## config.mk

```make
export PLATFORM = sky130hd
export DESIGN_NAME = ndr_readback
export DESIGN_NICKNAME = d
export VERILOG_FILES = /design/src/logic/ndr_pkg.sv /design/src/logic/ndr_readback.sv /design/src/logic/ndr_byte_pick.sv
export SDC_FILE = /design/constraint.sdc
export NUM_CORES = 1
export LEC_CHECK = 0
export ABC_CLOCK_PERIOD_IN_PS = 2480
export BUFFER_PORTS_ARGS = -buffer_cell sky130_fd_sc_hd__buf_4
export CAP_MARGIN = 20
export CORE_AREA = 2 2 183 185
export DETAILED_ROUTE_END_ITERATION = 10
export DIE_AREA = 0 0 185 187
export MAX_ROUTING_LAYER = met4
export SYNTH_ARGS = -nofsm -noshare
export SYNTH_HDL_FRONTEND = slang
export SYNTH_SLANG_ARGS = --single-unit
export TNS_END_PERCENT = 10
```

## constraint.sdc

```tcl
create_clock -name MCLK -period 2.48 [get_ports MCLK]
set_clock_uncertainty 0.2 [all_clocks]
set_input_delay 0.124 -clock MCLK [delete_from_list [all_inputs] [get_ports MCLK]]
set_output_delay 0.124 -clock MCLK [all_outputs]
set_load 0.01 [all_outputs]
```

## src/logic/ndr_pkg.sv

```systemverilog
package ndr_pkg;
  localparam int unsigned ADDR_W      = 12;
  localparam int unsigned IDX_W       = 10;
  localparam int unsigned N_CHAN      = 4;
  localparam int unsigned N_OSC       = 4;
  localparam int unsigned N_PHASE     = 2;
  localparam int unsigned AMP_W       = 16;
  localparam int unsigned FREQ_W      = 64;
  localparam int unsigned PHASE_W     = 16;
  // printed offsets are word indices; byte address is four times the index
  localparam logic [9:0]  AMP0_IDX    = 10'h378;
  localparam logic [9:0]  AMP1_IDX    = 10'h37a;
  localparam logic [9:0]  AMP2_IDX    = 10'h37c;
  localparam logic [9:0]  AMP3_IDX    = 10'h37e;
  localparam logic [9:0]  FREQ0_IDX   = 10'h380;
  localparam logic [9:0]  FREQ1_IDX   = 10'h388;
  localparam logic [9:0]  FREQ2_IDX   = 10'h390;
  localparam logic [9:0]  FREQ3_IDX   = 10'h398;
  localparam logic [9:0]  PHASE0_IDX  = 10'h3a0;
  localparam logic [9:0]  PHASE1_IDX  = 10'h3a2;
  localparam logic [9:0]  AMP_BYTES   = 10'h008;
  localparam logic [9:0]  FREQ_BYTES  = 10'h020;
  localparam logic [9:0]  PHASE_BYTES = 10'h004;
  localparam logic [1:0]  RESP_OKAY   = 2'h0;
  localparam logic [1:0]  RESP_DECERR = 2'h3;
  localparam logic [31:0] RDATA_RST   = 32'h0000_0000;

  function automatic logic ndr_in_range(input logic [9:0] idx, input logic [9:0] base,
                                        input logic [9:0] n);
    ndr_in_range = (idx >= base) && (idx < base + n);
  endfunction

  function automatic logic ndr_is_mapped(input logic [9:0] idx);
    ndr_is_mapped = ndr_in_range(idx, AMP0_IDX, AMP_BYTES) ||
                    ndr_in_range(idx, FREQ0_IDX, FREQ_BYTES) ||
                    ndr_in_range(idx, PHASE0_IDX, PHASE_BYTES);
  endfunction
endpackage

```

## src/logic/ndr_readback.sv

```systemverilog
// Chosen here: the AXI4-Lite interface to the registers.
`timescale 1ns/1ps
module ndr_readback (
  input  wire logic                                         MCLK,
  input  wire logic                                         SRST,
  input  wire logic                                         SYNTH_PATH_ENABLE,
  input  wire logic [ndr_pkg::N_CHAN*ndr_pkg::AMP_W-1:0]    CHAN_AMPLITUDE_LIVE,
  input  wire logic [ndr_pkg::N_OSC*ndr_pkg::FREQ_W-1:0]    OSC_FREQUENCY_LIVE,
  input  wire logic [ndr_pkg::N_PHASE*ndr_pkg::PHASE_W-1:0] OSC_PHASE_LIVE,
  input  wire logic [ndr_pkg::ADDR_W-1:0]                   AWADDR,
  input  wire logic [2:0]                                   AWPROT,
  input  wire logic                                         AWVALID,
  output logic                                              AWREADY,
  input  wire logic [31:0]                                  WDATA,
  input  wire logic [3:0]                                   WSTRB,
  input  wire logic                                         WVALID,
  output logic                                              WREADY,
  output logic [1:0]                                        BRESP,
  output logic                                              BVALID,
  input  wire logic                                         BREADY,
  input  wire logic [ndr_pkg::ADDR_W-1:0]                   ARADDR,
  input  wire logic [2:0]                                   ARPROT,
  input  wire logic                                         ARVALID,
  output logic                                              ARREADY,
  output logic [31:0]                                       RDATA,
  output logic [1:0]                                        RRESP,
  output logic                                              RVALID,
  input  wire logic                                         RREADY
);
  import ndr_pkg::*;

  logic             awready_r;
  logic             wready_r;
  logic             aw_got_r;
  logic             w_got_r;
  logic [IDX_W-1:0] aw_idx_r;
  logic             bvalid_r;
  logic [1:0]       bresp_r;
  logic             arready_r;
  logic             rvalid_r;
  logic [31:0]      rdata_r;
  logic [1:0]       rresp_r;
  logic [7:0]       pick_byte;
  logic             pick_hit;
  logic [IDX_W-1:0] ar_idx;

  assign AWREADY = awready_r;
  assign WREADY  = wready_r;
  assign BVALID  = bvalid_r;
  assign BRESP   = bresp_r;
  assign ARREADY = arready_r;
  assign RVALID  = rvalid_r;
  assign RDATA   = rdata_r;
  assign RRESP   = rresp_r;
  assign ar_idx  = ARADDR[ADDR_W-1:2];

  // write address channel; one write in flight at a time
  always_ff @(posedge MCLK) begin
    if (SRST) begin
      awready_r <= 1'b0;
      aw_got_r  <= 1'b0;
      aw_idx_r  <= '0;
    end else if (AWVALID && awready_r) begin
      awready_r <= 1'b0;
      aw_got_r  <= 1'b1;
      aw_idx_r  <= AWADDR[ADDR_W-1:2];
    end else if (aw_got_r && w_got_r && !bvalid_r) begin
      aw_got_r <= 1'b0;
    end else if (!aw_got_r && !bvalid_r) begin
      awready_r <= 1'b1;
    end
  end

  // write data channel; data is dropped since every register is read-only
  always_ff @(posedge MCLK) begin
    if (SRST) begin
      wready_r <= 1'b0;
      w_got_r  <= 1'b0;
    end else if (WVALID && wready_r) begin
      wready_r <= 1'b0;
      w_got_r  <= 1'b1;
    end else if (aw_got_r && w_got_r && !bvalid_r) begin
      w_got_r <= 1'b0;
    end else if (!w_got_r && !bvalid_r) begin
      wready_r <= 1'b1;
    end
  end

  // write response: okay on a readback slot, decode error elsewhere
  always_ff @(posedge MCLK) begin
    if (SRST) begin
      bvalid_r <= 1'b0;
      bresp_r  <= RESP_OKAY;
    end else if (aw_got_r && w_got_r && !bvalid_r) begin
      bvalid_r <= 1'b1;
      bresp_r  <= ndr_is_mapped(aw_idx_r) ? RESP_OKAY : RESP_DECERR;
    end else if (bvalid_r && BREADY) begin
      bvalid_r <= 1'b0;
    end
  end

  ndr_byte_pick u_pick (
    .idx     (ar_idx),
    .path_en (SYNTH_PATH_ENABLE),
    .amp     (CHAN_AMPLITUDE_LIVE),
    .freq    (OSC_FREQUENCY_LIVE),
    .phase   (OSC_PHASE_LIVE),
    .byte_val (pick_byte),
    .hit     (pick_hit)
  );

  // read channel: each byte is caught at its own address handshake, no
  // wide latch, so a value moving between byte reads may come back torn
  always_ff @(posedge MCLK) begin
    if (SRST) begin
      arready_r <= 1'b0;
      rvalid_r  <= 1'b0;
      rdata_r   <= RDATA_RST;
      rresp_r   <= RESP_OKAY;
    end else if (ARVALID && arready_r) begin
      arready_r <= 1'b0;
      rvalid_r  <= 1'b1;
      rdata_r   <= {24'h00_0000, pick_byte};
      rresp_r   <= pick_hit ? RESP_OKAY : RESP_DECERR;
    end else if (rvalid_r && RREADY) begin
      rvalid_r <= 1'b0;
    end else if (!rvalid_r) begin
      arready_r <= 1'b1;
    end
  end

  logic rd_hs;
  logic wr_hs_aw;
  assign rd_hs    = ARVALID && arready_r;
  assign wr_hs_aw = AWVALID && awready_r;

  a_amp_ch0_low: assert property (@(posedge MCLK) disable iff (SRST)
    rd_hs && ar_idx == AMP0_IDX && SYNTH_PATH_ENABLE
    |=> RVALID && RDATA[7:0] == $past(CHAN_AMPLITUDE_LIVE[7:0]))
    else $error("amplitude channel 0 low byte wrong");

  a_amp_disabled: assert property (@(posedge MCLK) disable iff (SRST)
    rd_hs && ar_idx >= AMP0_IDX && ar_idx <= AMP3_IDX + 10'h001 && !SYNTH_PATH_ENABLE
    |=> RDATA == 32'h0000_0000 && RRESP == RESP_OKAY)
    else $error("amplitude read with path off not zero");

  a_amp_ch1_high: assert property (@(posedge MCLK) disable iff (SRST)
    rd_hs && ar_idx == AMP1_IDX + 10'h001 && SYNTH_PATH_ENABLE
    |=> RDATA[7:0] == $past(CHAN_AMPLITUDE_LIVE[31:24]))
    else $error("amplitude channel 1 high byte wrong");

  a_amp_ch3_high: assert property (@(posedge MCLK) disable iff (SRST)
    rd_hs && ar_idx == AMP3_IDX + 10'h001 && SYNTH_PATH_ENABLE
    |=> RDATA == {24'h00_0000, $past(CHAN_AMPLITUDE_LIVE[63:56])})
    else $error("amplitude channel 3 high byte not sampled at read");

  a_freq_osc1_top: assert property (@(posedge MCLK) disable iff (SRST)
    rd_hs && ar_idx == FREQ1_IDX + 10'h007
    |=> RDATA[7:0] == $past(OSC_FREQUENCY_LIVE[127:120]))
    else $error("oscillator 1 frequency top byte wrong");

  a_phase_osc1_hi: assert property (@(posedge MCLK) disable iff (SRST)
    rd_hs && ar_idx == PHASE1_IDX + 10'h001
    |=> RDATA[7:0] == $past(OSC_PHASE_LIVE[31:24]) && RRESP == RESP_OKAY)
    else $error("oscillator 1 phase high byte wrong");

  a_read_held: assert property (@(posedge MCLK) disable iff (SRST)
    RVALID && !RREADY |=> RVALID && $stable(RDATA) && !ARREADY)
    else $error("read answer changed before taken");

  a_freq_osc3_low: assert property (@(posedge MCLK) disable iff (SRST)
    rd_hs && ar_idx == FREQ3_IDX |=> RDATA[7:0] == $past(OSC_FREQUENCY_LIVE[199:192]))
    else $error("oscillator 3 frequency low byte wrong");

  a_write_ignored: assert property (@(posedge MCLK) disable iff (SRST)
    wr_hs_aw && ndr_is_mapped(AWADDR[ADDR_W-1:2]) && WVALID && WREADY
    |=> ##[1:2] BVALID && BRESP == RESP_OKAY)
    else $error("write to readback slot not answered okay");

  a_unmapped_read: assert property (@(posedge MCLK) disable iff (SRST)
    rd_hs && !ndr_is_mapped(ar_idx) |=> RRESP == RESP_DECERR && RDATA == 32'h0000_0000)
    else $error("unmapped read not refused");

  a_one_write: assert property (@(posedge MCLK) disable iff (SRST)
    BVALID |-> !AWREADY && !WREADY)
    else $error("write taken while response pending");

  a_amp_ch0_high: assert property (@(posedge MCLK) disable iff (SRST)
    rd_hs && ar_idx == AMP0_IDX + 10'h001 && SYNTH_PATH_ENABLE
    |=> RDATA[7:0] == $past(CHAN_AMPLITUDE_LIVE[15:8]))
    else $error("amplitude channel 0 high byte wrong");

  a_amp_ch1_low: assert property (@(posedge MCLK) disable iff (SRST)
    rd_hs && ar_idx == AMP1_IDX && SYNTH_PATH_ENABLE
    |=> RDATA[7:0] == $past(CHAN_AMPLITUDE_LIVE[23:16]))
    else $error("amplitude channel 1 low byte wrong");

  a_amp_ch2_low: assert property (@(posedge MCLK) disable iff (SRST)
    rd_hs && ar_idx == AMP2_IDX && SYNTH_PATH_ENABLE
    |=> RDATA[7:0] == $past(CHAN_AMPLITUDE_LIVE[39:32]))
    else $error("amplitude channel 2 low byte wrong");

  a_amp_ch2_high: assert property (@(posedge MCLK) disable iff (SRST)
    rd_hs && ar_idx == AMP2_IDX + 10'h001 && SYNTH_PATH_ENABLE
    |=> RDATA[7:0] == $past(CHAN_AMPLITUDE_LIVE[47:40]))
    else $error("amplitude channel 2 high byte wrong");

  a_amp_ch3_low: assert property (@(posedge MCLK) disable iff (SRST)
    rd_hs && ar_idx == AMP3_IDX && SYNTH_PATH_ENABLE
    |=> RDATA[7:0] == $past(CHAN_AMPLITUDE_LIVE[55:48]))
    else $error("amplitude channel 3 low byte wrong");

  a_freq_osc0_low: assert property (@(posedge MCLK) disable iff (SRST)
    rd_hs && ar_idx == FREQ0_IDX
    |=> RDATA[7:0] == $past(OSC_FREQUENCY_LIVE[7:0]))
    else $error("oscillator 0 frequency low byte wrong");

  a_freq_osc0_top: assert property (@(posedge MCLK) disable iff (SRST)
    rd_hs && ar_idx == FREQ0_IDX + 10'h007
    |=> RDATA[7:0] == $past(OSC_FREQUENCY_LIVE[63:56]))
    else $error("oscillator 0 frequency top byte wrong");

  a_freq_osc1_low: assert property (@(posedge MCLK) disable iff (SRST)
    rd_hs && ar_idx == FREQ1_IDX
    |=> RDATA[7:0] == $past(OSC_FREQUENCY_LIVE[71:64]))
    else $error("oscillator 1 frequency low byte wrong");

  a_freq_osc2_low: assert property (@(posedge MCLK) disable iff (SRST)
    rd_hs && ar_idx == FREQ2_IDX
    |=> RDATA[7:0] == $past(OSC_FREQUENCY_LIVE[135:128]))
    else $error("oscillator 2 frequency low byte wrong");

  a_freq_osc2_top: assert property (@(posedge MCLK) disable iff (SRST)
    rd_hs && ar_idx == FREQ2_IDX + 10'h007
    |=> RDATA[7:0] == $past(OSC_FREQUENCY_LIVE[191:184]))
    else $error("oscillator 2 frequency top byte wrong");

  a_freq_osc3_top: assert property (@(posedge MCLK) disable iff (SRST)
    rd_hs && ar_idx == FREQ3_IDX + 10'h007
    |=> RDATA[7:0] == $past(OSC_FREQUENCY_LIVE[255:248]))
    else $error("oscillator 3 frequency top byte wrong");

  a_phase_osc0_low: assert property (@(posedge MCLK) disable iff (SRST)
    rd_hs && ar_idx == PHASE0_IDX
    |=> RDATA[7:0] == $past(OSC_PHASE_LIVE[7:0]) && RRESP == RESP_OKAY)
    else $error("oscillator 0 phase low byte wrong");

  a_phase_osc0_hi: assert property (@(posedge MCLK) disable iff (SRST)
    rd_hs && ar_idx == PHASE0_IDX + 10'h001
    |=> RDATA[7:0] == $past(OSC_PHASE_LIVE[15:8]))
    else $error("oscillator 0 phase high byte wrong");

  a_phase_osc1_low: assert property (@(posedge MCLK) disable iff (SRST)
    rd_hs && ar_idx == PHASE1_IDX
    |=> RDATA[7:0] == $past(OSC_PHASE_LIVE[23:16]))
    else $error("oscillator 1 phase low byte wrong");

  a_phase_osc2_absent: assert property (@(posedge MCLK) disable iff (SRST)
    rd_hs && ar_idx == PHASE1_IDX + 10'h002
    |=> RRESP == RESP_DECERR && RDATA == 32'h0000_0000)
    else $error("slot past oscillator 1 phase not refused");

  a_read_answer: assert property (@(posedge MCLK) disable iff (SRST)
    rd_hs |=> RVALID && !ARREADY)
    else $error("read not answered one cycle after address");

  a_read_one_byte: assert property (@(posedge MCLK) disable iff (SRST)
    RVALID |-> RDATA[31:8] == 24'h00_0000)
    else $error("read data above one byte not zero");

  a_read_excl: assert property (@(posedge MCLK) disable iff (SRST)
    RVALID |-> !ARREADY)
    else $error("read address taken while answer pending");

  a_read_release: assert property (@(posedge MCLK) disable iff (SRST)
    RVALID && RREADY |=> !RVALID)
    else $error("read answer stayed after being taken");

  a_write_held: assert property (@(posedge MCLK) disable iff (SRST)
    BVALID && !BREADY |=> BVALID && $stable(BRESP))
    else $error("write answer changed before taken");

  a_write_unmapped: assert property (@(posedge MCLK) disable iff (SRST)
    wr_hs_aw && !ndr_is_mapped(AWADDR[ADDR_W-1:2]) && WVALID && WREADY
    |=> ##[1:2] BVALID && BRESP == RESP_DECERR)
    else $error("write outside readback slots not refused");

  a_write_release: assert property (@(posedge MCLK) disable iff (SRST)
    BVALID && BREADY |=> !BVALID)
    else $error("write answer stayed after being taken");

  a_reset_quiet: assert property (@(posedge MCLK)
    SRST |=> !RVALID && !BVALID && !ARREADY && !AWREADY && !WREADY
    && RDATA == 32'h0000_0000)
    else $error("bus outputs not quiet after reset");

  c_amp_read:   cover property (@(posedge MCLK) disable iff (SRST)
    rd_hs && ar_idx == AMP2_IDX && SYNTH_PATH_ENABLE ##1 RVALID && RREADY);
  c_freq_read:  cover property (@(posedge MCLK) disable iff (SRST)
    rd_hs && ar_idx == FREQ2_IDX);
  c_phase_read: cover property (@(posedge MCLK) disable iff (SRST)
    rd_hs && ar_idx == PHASE0_IDX);
  c_write_done: cover property (@(posedge MCLK) disable iff (SRST)
    BVALID && BREADY);
  c_read_stall: cover property (@(posedge MCLK) disable iff (SRST)
    RVALID && !RREADY);
endmodule

```

## src/logic/ndr_byte_pick.sv

```systemverilog
`timescale 1ns/1ps
module ndr_byte_pick (
  input  wire logic [9:0]   idx,
  input  wire logic         path_en,
  input  wire logic [63:0]  amp,
  input  wire logic [255:0] freq,
  input  wire logic [31:0]  phase,
  output logic [7:0]        byte_val,
  output logic              hit
);
  import ndr_pkg::*;

  logic [9:0] off;

  // pure combinational selection: a read never touches the datapath
  always_comb begin
    off    = 10'h000;
    byte_val = 8'h00;
    hit    = 1'b0;
    if (ndr_in_range(idx, AMP0_IDX, AMP_BYTES)) begin
      off = idx - AMP0_IDX;
      hit = 1'b1;
      // value is meaningless with the path off, so return zero
      byte_val = path_en ? amp[{off[2:0], 3'h0} +: 8] : 8'h00;
    end else if (ndr_in_range(idx, FREQ0_IDX, FREQ_BYTES)) begin
      off    = idx - FREQ0_IDX;
      hit    = 1'b1;
      byte_val = freq[{off[4:0], 3'h0} +: 8];
    end else if (ndr_in_range(idx, PHASE0_IDX, PHASE_BYTES)) begin
      off    = idx - PHASE0_IDX;
      hit    = 1'b1;
      byte_val = phase[{off[1:0], 3'h0} +: 8];
    end
  end
endmodule

```

* Word-level counts from Yosys, hierarchy flattened
Cells that the tools add are included.
** Operators by class
- Add/subtract/negate cells :: 3
- Multiply operators :: 0
- Div/mod/pow operators :: 0
- Magnitude comparators :: 12
- Equality and inequality tests :: 0
- Shift operators :: 3
- Mux-type cells :: 16
- Bitwise operators :: 3
- Reduce and logical (&&, ||, !) cells :: 30
** Operator list (count)
- indexed part select 256 x 9 -> 8 bit :: 1
- indexed part select 64 x 7 -> 8 bit :: 1
- >= comparator 10 bit, second input constant :: 6
- < comparator 10 bit, second input constant :: 6
- 2-to-1 mux 8 bit :: 4
- indexed part select 32 x 6 -> 8 bit :: 1
- logical AND 1 bit :: 15
- 2-to-1 mux 1 bit :: 10
- nonzero test 2 bit :: 4
- AND reduction 2 bit :: 3
- OR reduction 2 bit :: 3
- subtractor 5 x 1 -> 5 bit, second input constant :: 1
- 2-to-1 mux 2 bit :: 2
- zero test 1 bit :: 3
- inverter 1 bit :: 3
- subtractor 3 x 1 -> 3 bit, second input constant :: 1
- logical OR 1 bit :: 2
- subtractor 2 x 1 -> 2 bit, second input constant :: 1
** Word-level totals
- Register bits :: 29
- Latch bits :: 0
- RAM bits :: 0
- Bits in read-only memories :: 0
- Input bits :: 426
- Output and inout port bits :: 41
- Word-level logic and storage cells :: 78
- Memories kept :: 0

* Logic depth before layout (Yosys ltp)
Gate-level depths: netlist of the first run.
- Depth in word-level cells :: 6
- Mapped depth :: 7
- Gate-level depth less buffers :: 4

* Modules after synthesis
From an unflattened synthesis of the first run, not the netlist that was laid out.
** Second synthesis, totals
- Cells, all modules :: 396
- Area total of the unflattened synthesis :: 4197.8 um^2
** Modules (own cells, without submodules)
- ndr_byte_pick :: times used 1, cells an instance 257, area an instance 3044.2 um^2, seq. area each 0.0 um^2
- ndr_readback :: times used 1, cells an instance 139, area an instance 1153.6 um^2, seq. area each 500.5 um^2

* Worst setup path after synthesis of the first run
OpenSTA, ideal clock, no wires.
- Path type :: in2reg
- From :: input ARADDR[3] in the netlist's numbering
- To :: register rdata_r[1], in the netlist RDATA[1]
- Library setup time :: 0.122 ns
- Data arrival time :: 1.487 ns
- Data required time :: 2.158 ns
- Setup slack :: 0.671 ns
- Stages on the path :: 6
- Buffers on the path :: 2
- Path through :: buf_2 clkbuf_1 mux4_2 a22oi_1 nand2_1 a311o_1
** On the way
- Cells in the longest elaborated chain, start to end :: 5
- Elaborated cells between the ends (all ways) :: 19
- Those cells by class :: add/sub: 3; order compare: 6; shift: 3; mux: 4; reduce/logical: 3
** Ends and longest elaborated chain
- start: declaration :: RTL line ndr_readback.sv:21 : input wire logic [ndr_pkg::ADDR_W-1:0] ARADDR,
- branches (longest 4 deep; another with subtractor 5 x 1 -> 5 bit)
- 2-to-1 mux 8 bit (*) :: RTL line ndr_byte_pick.sv:20 : if (ndr_in_range(idx, AMP0_IDX, AMP_BYTES)) begin
- end signal: assignment :: RTL line ndr_readback.sv:123 : rdata_r <= {24'h00_0000, pick_byte};
- end: declaration :: RTL line ndr_readback.sv:41 : logic [31:0] rdata_r;
Every way passes the cells marked *.
A chain may end at the register's enable or synchronous reset.

* Final worst setup path of the first run
- From :: register arready_r, in the netlist ARREADY
- To :: register rdata_r[5], in the netlist RDATA[5]
** On the way
- Cells in the longest elaborated chain, start to end :: 1
** Ends and longest elaborated chain
- start: declaration :: RTL line ndr_readback.sv:39 : logic arready_r;
- start signal: assignment :: RTL line ndr_readback.sv:116 : arready_r <= 1'b0;
- start signal: assignment :: RTL line ndr_readback.sv:121 : arready_r <= 1'b0;
- start signal: assignment :: RTL line ndr_readback.sv:128 : arready_r <= 1'b1;
- logical AND 1 bit
No other way between the ends.

==> summary.txt, run 1 <==
Run status
  – Status: complete, no violations

Critical path
  – Crit Path Class: reg2reg
  – Worst Path Arrival: 2.26 ns
  – Reg2reg setup slack: 0.24 ns
  – Critical path peak fanout: 8
  – Startpoint Class: flop
  – Worst Path Required: 2.50 ns
  – Crit end category: flop

Cells and area
  – Layout fillers: 3577
  – Commonest non-fill, non-tap cells in the layout: buf_4, mux4_2, dfxtp_1, nand2_1, conb_1
  – Syn-to-layout area delta: 87.33%
  – Fin util: 23.42%
  – Commonest non-fill, non-tap cell in the layout: buf_4
  – Nets@finish: 1172
  – Layout cells sized above 1: 67.79%

Logic synthesis
  – Syn. warnings: 0
  – Mean area per synthesized cell: 11.38 sq um
  – FFs w/ async S/R, synth: 0%
  – Synthesized area: 4108 sq um
  – #FFs+latches synth: 25
  – Register area share after synthesis: 12.18%
  – Cell variety after synth: 43
  – Synth Flop Type: dfxtp_1
  – Post-Syn Instances: 361
  – Post-synth EDFFs: 0

Routing
  – DRC viols: 0
  – Via count: 4991
  – Average routed wire per standard cell: 18.59 um
  – Vias/cell: 4.180
  – DRT Pass-1 Iters: 7
  – Post-DRT Antenna Nets: 0
  – Initial DRC count: 314
  – Final wirelength: 22190 um

Floorplan
  – Die area: 34600 sq um
  – Die width: 185 um
  – Rows: 67
  – Core box area: 32860 sq um
  – IO Pins: 467
  – Chip Height: 187 um
  – Starting Density: 12.50%

STA
  – Slew headroom: 54.07%
  – Final setup fails: 0
  – Worst-Margin Slew: 0.6716 ns
  – RSZ-0062 raised after global routing: false
  – Final hold violation count: 0
  – Min Tclk post-route: 2.244 ns
  – Slew Limit Fails: 0
  – Final Cycle Share: 90.49%
  – Fmax: 445.6 MHz
  – Setup TNS: 0 ns

Power
  – Worst-case vdd ir drop: 0.2000 mV
  – Leakage: 3.328 nW
  – Pwr dens: 258.4 nW/um^2

Flow run
  – Max cap viols: 0

Global routing
  – Antenna violations before repair: 2
  – Number of global-route vias before repair: 5220
  – Gr ovfl total: 0
  – Largest net degree at the start of global routing: 52
  – Total GRT Usage: 12.55%
  – First-pass GRT wire length: 31840 um

CTS
  – Worst skew pair latency: 0.27 ns
  – Clk slew on worst S/H paths: 0.08 ns
  – CTS buffer count: 3
  – Postcts setup bufs: 0
  – CTS Sinks: 25
  – TritonCTS clock tree: done
  – H-tree Lvls: 1
  – Clk buf depth: 2
  – Root Driver: clkbuf_16

Placement
  – HPWL after DPL: 19150 um
  – # port buffers: 394
  – RD Place Congestion: 0.8003

Hold path
  – Worst hold-check path type: in2reg
==> synthesized netlist by cell type, types with 2 or more instances <==
master | count | share of area, %
mux4_2 | 88 | 48
buf_4 | 32 | 5.8
dfxtp_1 | 25 | 12
nand2_1 | 25 | 2.3
a21oi_1 | 19 | 2.3
a22oi_1 | 19 | 3.5
clkbuf_1 | 19 | 1.7
mux2i_1 | 14 | 3.4
a31oi_1 | 12 | 1.8
nand4_1 | 10 | 1.5
nand4b_1 | 10 | 2.1
buf_2 | 8 | 0.97
o22ai_1 | 6 | 0.91
buf_6 | 5 | 1.4
nand2b_1 | 5 | 0.76
nor2_1 | 5 | 0.46
nor3_1 | 5 | 0.61
a2111oi_0 | 4 | 0.85
a21o_1 | 4 | 0.73
a311oi_1 | 4 | 0.85
nor2b_1 | 4 | 0.61
o21bai_1 | 4 | 0.73
a21boi_1 | 3 | 0.55
a311o_1 | 3 | 0.73
and2_1 | 3 | 0.46
inv_1 | 3 | 0.27
nor4_1 | 3 | 0.46
and4b_1 | 2 | 0.49
nand3b_1 | 2 | 0.37
nor3b_1 | 2 | 0.37
==> per-layer routing <==
layer	part of all wire, %	GRT usage (%)	up-vias
li1	-	-	2260
met1	42	16.40	2434
met2	51	21.39	280
met3	5.9	1.207	17
met4	1.1	1.893	0
met5	0	-	-
==> power by group <==
group | switching (mW) | total [mW] | internal, mW
clock | 0.179 | 0.403 | 0.224
combinational | 0.411 | 1.14 | 0.724
sequential | 0.0223 | 0.450 | 0.428
total | 0.612 | 1.99 | 1.38
==> kinds of logic (layout without fill, tap and decap cells) <==
logic type / after synthesis / in the layout / synth area share [%]
buffers and inverters: 68 / 429 / 10.30
other: 1 / 25 / 0.09129
DFF: 25 / 25 / 12.18
muxes: 102 / 102 / 51.66
AOI/OAI and AO/OA: 83 / 83 / 13.92
and+or+nand+nor: 82 / 82 / 11.85
==> what timing repair did <==
item,CTS,global route
gates resized for setup,0,1
hold endpoints to repair,13,0
hold buffers,12,0
endpoints found under the setup margin,0,1
==> worst paths after layout <==
kind,startpoint,endpoint,depth (start not counted)
setup / recovery,ARREADY$_SDFFE_PP0P_,RDATA[5]$_SDFFE_PP0P_,4
hold / removal,ARADDR[11],RRESP[0]$_SDFFE_PP0P_,4
setup reg to reg,ARREADY$_SDFFE_PP0P_,RDATA[5]$_SDFFE_PP0P_,4
hold reg to reg,aw_idx_r[9]$_SDFFE_PP0P_,aw_idx_r[9]$_SDFFE_PP0P_,2
==> worst max-delay path, cell delays in order (launching register included) <==
cell and delay [ns]:
dfxtp_1 0.50, and2_0 0.44, o21bai_1 0.19, a2111oi_0 0.66
a21o_1 0.20
==> state kept, by name, indices dropped and copies added (netlist names) <==
name	cells
aw_got_r	1
RRESP	1
RDATA	8
BRESP	1
RVALID	1
ARREADY	1
AWREADY	1
WREADY	1
BVALID	1
aw_idx_r	8
w_got_r	1
==> per-stage QoR <==
step | worst slack, ns | instance area (sq um) | hold WS, ns | power [mW] | cells
2_1_floorplan | 0.6709 | 4194 | 0.05996 | 0.9790 | 384
3_3_place_gp | 0.2518 | 7487 | 0.1805 | 1.575 | 1177
3_5_place_dp | 0.2537 | 7487 | 0.1857 | 1.590 | 1177
4_1_cts | 0.2336 | 7691 | 0.01083 | 2.029 | 1193
5_1_grt | 0.09107 | 7695 | 0.02878 | 2.115 | 1194
6_report | 0.2359 | 7695 | 0.02159 | 1.988 | 1194
==> layout make-up <==
type                       instances  area (sq um)  area share, %
multi-input combinational        291          3272          42.52
timing repair buffer             422          3264          42.42
tap                              448         560.5          7.285
sequential                        25         500.5          6.504
clock buffer                       3         75.07         0.9756
inverter                           3         11.26         0.1463
clock inverter                     1         8.758         0.1138
antenna                            1         2.502        0.03252
(Power assumes the default switching activity.)
==> run 2, diff against run 1 <==
--- a/config.mk
+++ b/config.mk
@@ -8,10 +8,13 @@
 export ABC_CLOCK_PERIOD_IN_PS = 2480
 export BUFFER_PORTS_ARGS = -buffer_cell sky130_fd_sc_hd__buf_4
 export CAP_MARGIN = 20
+export CELL_PAD_IN_SITES_DETAIL_PLACEMENT = 1
+export CELL_PAD_IN_SITES_GLOBAL_PLACEMENT = 1
 export CORE_AREA = 2 2 183 185
 export DETAILED_ROUTE_END_ITERATION = 10
 export DIE_AREA = 0 0 185 187
 export MAX_ROUTING_LAYER = met4
+export PLACE_DENSITY_LB_ADDON = 0.1
 export SYNTH_ARGS = -nofsm -noshare
 export SYNTH_HDL_FRONTEND = slang
 export SYNTH_SLANG_ARGS = --single-unit
==> run 2 against run 1 <==
Net effect:
- cell count up 0.34%
- hold slack better by 0.019 ns
- utilization grew 0.084 points
==> summary.txt, run 2 (synthesized netlist as in run 1, its figures left out) <==
Run status
  – Status: complete, no violations

Routing
  – DRT Pass-1 Iters: 4
  – Post-DRT Antenna Nets: 0
  – Via count: 4928
  – Initial DRC count: 133
  – Average routed wire per standard cell: 21.58 um
  – Vias/cell: 4.114
  – Final wirelength: 25850 um
  – DRC viols: 0

STA
  – Final setup fails: 0
  – Setup TNS: 0 ns
  – RSZ-0062 raised after global routing: false
  – Worst-Margin Slew: 0.4982 ns
  – Final Hold Slack: 0.04075 ns
  – Final hold violation count: 0
  – Min Tclk post-route: 1.970 ns
  – Slew Limit Fails: 0
  – Final Cycle Share: 79.44%
  – Fmax: 507.6 MHz
  – Slew headroom: 65.93%

Placement
  – # port buffers: 394
  – HPWL after DPL: 23040 um
  – RD Place Congestion: 0.9067

Cells and area
  – Nets@finish: 1176
  – Commonest non-fill, non-tap cells in the layout: buf_4, mux4_2, dfxtp_1, nand2_1, conb_1
  – Syn-to-layout area delta: 88.00%
  – Layout fillers: 3847
  – Layout cells sized above 1: 67.96%
  – Commonest non-fill, non-tap cell in the layout: buf_4

Floorplan
  – Core box area: 32860 sq um
  – Die width: 185 um
  – Starting Density: 12.50%
  – Chip Height: 187 um
  – Rows: 67
  – Die area: 34600 sq um
  – IO Pins: 467

Critical path
  – Critical path peak fanout: 22
  – Worst Path Required: 2.45 ns
  – Slowest-stage cell, CP: mux4_2
  – Startpoint Class: input port
  – CP top delay family: compound AO/OA/AOI/OAI gates
  – Crit end category: flop
  – Critical path depth: 6
  – Buffers & Inverters on Critical Path: 2
  – Worst Path Arrival: 1.94 ns
  – Reg2reg path depth: 5
  – Critical path's largest stage delay: 0.57 ns
  – Crit Path Class: in2reg
  – Critical Path, Cell by Cell: buf_6 -> buf_12 -> mux4_2 -> o22ai_1 -> a2111oi_0 -> a21o_1

CTS
  – TritonCTS clock tree: done
  – CTS Sinks: 25
  – Clk slew on worst S/H paths: 0.07 ns
  – H-tree Lvls: 1
  – Worst skew pair latency: 0.26 ns
  – Root Driver: clkbuf_16
  – Clk buf depth: 2
  – CTS buffer count: 3

Flow run
  – Max cap viols: 0

Global routing
  – Antenna violations before repair: 1
  – Total GRT Usage: 15.00%
  – Gr ovfl total: 0
  – Number of global-route vias before repair: 5830
  – First-pass GRT wire length: 37130 um
  – Largest net degree at the start of global routing: 34

Hold path
  – Worst hold-check path type: in2reg
  – Cell depth of the worst hold path: 4

Power
  – Leakage: 3.342 nW
  – Worst-case vdd ir drop: 0.3007 mV
  – Pwr dens: 257.4 nW/um^2
run 2: cell types whose count changed in the layout (fill, tap and decap cells not counted):
cell,change
inv_6,-1
clkinvlp_4,+1
a2111oi_1,-1
buf_4,+4
a2111oi_0,+1
run 2: final cells by class:
| cell class | count | area (sq um) | area share (%) |
|---|---|---|---|
| diodes | 1 | 2.502 | 0.03240 |
| clock buffers | 3 | 75.07 | 0.9721 |
| clock inverters | 1 | 7.507 | 0.09721 |
| inverters | 3 | 11.26 | 0.1458 |
| multi-input cells | 291 | 3271 | 42.35 |
| flip-flops and latches | 25 | 500.5 | 6.481 |
| well taps | 448 | 560.5 | 7.259 |
| repair buffers | 426 | 3294 | 42.66 |
run 2: final timing paths:
check	startpoint	end	slack [ns]
max reg2reg	ARREADY$_SDFFE_PP0P_	RDATA[3]$_SDFFE_PP0P_	0.56
max	ARADDR[2]	RDATA[5]$_SDFFE_PP0P_	0.51
min	ARADDR[11]	RRESP[0]$_SDFFE_PP0P_	0.04
min reg2reg	aw_idx_r[8]$_SDFFE_PP0P_	aw_idx_r[8]$_SDFFE_PP0P_	0.27
run 2: power by group:
| group | total [mW] | internal (mW) | switching, mW |
|---|---|---|---|
| Clock | 0.380 | 0.219 | 0.160 |
| Combinational | 1.16 | 0.730 | 0.427 |
| Sequential | 0.451 | 0.428 | 0.0231 |
run 2: per-stage QoR:
| stage | total power, mW | area (sq um) | setup slack, ns | utilization (%) | cells |
|---|---|---|---|---|---|
| 5_1_grt | 2.123 | 7722 | 0.3691 | 23.50 | 1198 |
| 4_1_cts | 2.028 | 7720 | 0.5151 | 23.49 | 1197 |
| 3_3_place_gp | 1.603 | 7517 | 0.2631 | 22.88 | 1181 |
| 3_5_place_dp | 1.622 | 7517 | 0.2394 | 22.88 | 1181 |
| 2_1_floorplan | 0.9790 | 4194 | 0.6709 | - | 384 |
| 6_report | 1.987 | 7722 | 0.5098 | 23.50 | 1198 |
run 2: metal layers:
metal / track usage (%) / share of wire [%]
met1: 17.49 / 40
met4: 1.984 / 1.1
met2: 27.61 / 54
met5: - / 0
met3: 2.239 / 4.8
run 2: timing repair:
item,CTS,global route
resized for setup,0,0
hold endpoints to repair,13,0
setup buffers,0,0
hold buffers,12,0
run 2: worst min-delay path, cell delays in order:
cell and delay [ns]:
buf_4 0.10, nand4b_1 0.10, nand4_1 0.08, a21oi_1 0.05
==> run 3, diff against run 2 <==
--- a/config.mk
+++ b/config.mk
@@ -5,7 +5,8 @@
 export SDC_FILE = /design/constraint.sdc
 export NUM_CORES = 1
 export LEC_CHECK = 0
-export ABC_CLOCK_PERIOD_IN_PS = 2480
+export ABC_AREA = 1
+export ABC_CLOCK_PERIOD_IN_PS = 1630
 export BUFFER_PORTS_ARGS = -buffer_cell sky130_fd_sc_hd__buf_4
 export CAP_MARGIN = 20
 export CELL_PAD_IN_SITES_DETAIL_PLACEMENT = 1
==> constraint.sdc (replaced) <==
create_clock -name MCLK -period 1.63 [get_ports MCLK]
set_clock_uncertainty 0.2 [all_clocks]
set_input_delay 0.0815 -clock MCLK [delete_from_list [all_inputs] [get_ports MCLK]]
set_output_delay 0.0815 -clock MCLK [all_outputs]
set_load 0.01 [all_outputs]
==> run 3 against run 2 <==
Net effect:
- synthesized cell count increased to 2.7 times the previous value
- total power increased by 68%
- global-route usage rose by 3.8 points
- first-iteration DRC count rose by 61%
- critical path type unchanged
==> summary.txt, run 3 <==
Floorplan
  – Core box area: 32860 sq um
  – Chip Height: 187 um
  – Die area: 34600 sq um
  – Die width: 185 um
  – Starting Density: 14.78%
  – IO Pins: 467
  – Rows: 67

Placement
  – RD Place Congestion: 0.8112
  – Placement Cell Area: 8472 sq um
  – HPWL after DPL: 27610 um
  – # port buffers: 394

Routing
  – DRT Pass-1 Iters: 4
  – Post-DRT Antenna Nets: 0
  – Initial DRC count: 214
  – Final wirelength: 32790 um
  – Via count: 7601
  – DRC viols: 0
  – Vias/cell: 4.188
  – Average routed wire per standard cell: 18.06 um

STA
  – Final Hold Slack: 0.1212 ns
  – Min Tclk post-route: 1.588 ns
  – Final Cycle Share: 97.41%
  – Setup TNS: 0 ns
  – Fmax: 629.8 MHz
  – Final hold violation count: 0
  – Slew Limit Fails: 0
  – RSZ-0062 raised after global routing: true
  – Final setup fails: 0

Critical path
  – Worst Path Arrival: 1.55 ns
  – Critical path peak fanout: 3
  – Critical path's largest stage delay: 0.55 ns
  – Startpoint Class: input port
  – Worst Path Required: 1.59 ns
  – Buffers & Inverters on Critical Path: 3
  – Reg2reg setup slack: 0.09 ns
  – Crit end category: flop
  – CP top delay family: buffers and inverters
  – Crit Path Class: in2reg
  – Slowest-stage cell, CP: dlygate4sd3_1
  – Critical Path, Cell by Cell: dlygate4sd3_1 -> buf_4 -> nand2_1 -> a21oi_1 -> dlygate4sd3_1
  – Most Frequent Cell on Critical Path: dlygate4sd3_1

Logic synthesis
  – Largest family of logic cells by synthesized area: simple AND/OR/NAND/NOR gates
  – Area share of the largest cell type after synthesis: 28.43%
  – Synth Area in Simple Gates: 61.06%
  – Synthesized area: 4858 sq um
  – Synth top area cells: nand2_1, nand3_1, dfxtp_1
  – Xor-xnor portion of the synthesized cell area: 0%
  – Post-Syn Instances: 970
  – Cell variety after synth: 27
  – FFs w/ async S/R, synth: 0%
  – Top post-synthesis cells by count: nand2_1, nand3_1, nor2_1
  – #FFs+latches synth: 25
  – Compound-gate portion of the synthesized area: 10.92%
  – Syn. warnings: 0
  – Synth area leader: nand2_1
  – Register area share after synthesis: 10.30%
  – Synth Flop Type: dfxtp_1
  – Adder and majority cell fraction of the synthesized area: 0%
  – Post-synth EDFFs: 0
  – Top-count cell post-synth: nand2_1
  – Multiplexer area fraction after synthesis: 0%
  – Mean area per synthesized cell: 5.009 sq um

CTS
  – Root Driver: clkbuf_16
  – Postcts setup bufs: 0
  – CTS buffer count: 3
  – H-tree Lvls: 1
  – CTS Sinks: 25
  – Clk buf depth: 2
  – TritonCTS clock tree: done
  – Clk slew on worst S/H paths: 0.07 ns
  – Worst skew pair latency: 0.26 ns

Cells and area
  – Commonest non-fill, non-tap cell in the layout: buf_4
  – Layout cells sized above 1: 34.29%
  – Post-route design area: 8741 sq um
  – Commonest non-fill, non-tap cells in the layout: buf_4, nand2_1, nand3_1
  – Fin util: 26.60%
  – Syn-to-layout area delta: 79.91%
  – Nets@finish: 1792

Power
  – Final Power: 3.336 mW
  – Pwr dens: 381.6 nW/um^2
  – Leakage: 4.508 nW
  – Worst-case vdd ir drop: 0.3336 mV

Global routing
  – Largest net degree at the start of global routing: 47
  – Antenna violations before repair: 2
  – First-pass GRT wire length: 48370 um
  – Total GRT Usage: 18.80%
  – Gr ovfl total: 0
  – Number of global-route vias before repair: 8097

Run status
  – Status: complete, no violations

Flow run
  – Max cap viols: 0

Hold path
  – Worst hold-check path type: in2reg
run 3: changes by cell type after synthesis, moves of 12 or more:
cell	previous run	this run
inv_1	3	38
o211ai_1	0	16
nand3_1	0	222
a22oi_1	19	0
a21oi_1	19	7
nand2_1	25	368
nor2_1	5	104
o21ai_0	1	53
buf_2	8	25
a31oi_1	12	0
buf_6	5	17
mux2i_1	14	0
mux4_2	88	0
run 3: worst paths after layout:
path	from	endpoint	depth (start not counted)
worst max-delay path	ARVALID	RVALID$_SDFFE_PP0P_	5
worst min register to register	aw_idx_r[9]$_SDFFE_PP0P_	aw_idx_r[9]$_SDFFE_PP0P_	2
worst min-delay path	AWVALID	aw_got_r$_SDFFE_PP0P_	3
worst max register to register	w_got_r$_SDFFE_PP0P_	BVALID$_SDFFE_PP0P_	5
run 3: worst register-to-register path, stage by stage, from the launching register on:
cell and delay [ns]:
dfxtp_1 0.35, nand2_1 0.07, nor2_2 0.12, inv_1 0.09
a21oi_1 0.11, dlygate4sd3_1 0.54
run 3: per-stage QoR:
stage,std cells,setup slack (ns)
global route,1815,-0.03594
detailed placement,1794,-0.2123
global placement,1794,-0.2144
floorplan,993,0.2212
finish,1815,0.04226
CTS,1813,0.02197
run 3: area by class of cell:
cell class | count | area (sq um)
Fill cell | 4308 | 24120
Timing Repair Buffer | 470 | 3822
Multi-Input combinational cell | 823 | 3605
Tap cell | 448 | 560.5
Sequential cell | 25 | 501.7
Inverter | 43 | 166.4
Clock buffer | 3 | 75.07
Clock inverter | 1 | 5.005
Antenna cell | 2 | 5.005
run 3: cells by family (layout without fill, tap and decap cells):
kind of cell | count (synthesis) | count (layout)
simple gates | 705 | 705
buf+inv | 145 | 517
compound gates | 94 | 94
flops | 25 | 25
other cells | 1 | 26
run 3: layer usage:
layer,vias to the layer above,global-route usage (%),share of wire (%)
li1,3893,-,-
met1,3461,22.60,43
met2,225,33.29,50
met3,22,2.882,5.6
met4,0,3.266,1.8
met5,-,-,0
run 3: power breakdown:
part,switching (mW),total (mW),internal [mW]
Combinational,0.979,2.07,1.09
Clock,0.248,0.580,0.332
Sequential,0.0318,0.686,0.655
Total,1.26,3.34,2.08
run 3: what timing repair did:
action	CTS	global route
hold buffers	15	0
endpoints found under the hold margin	15	0
resized for setup	0	9
endpoints found under the setup margin	0	5
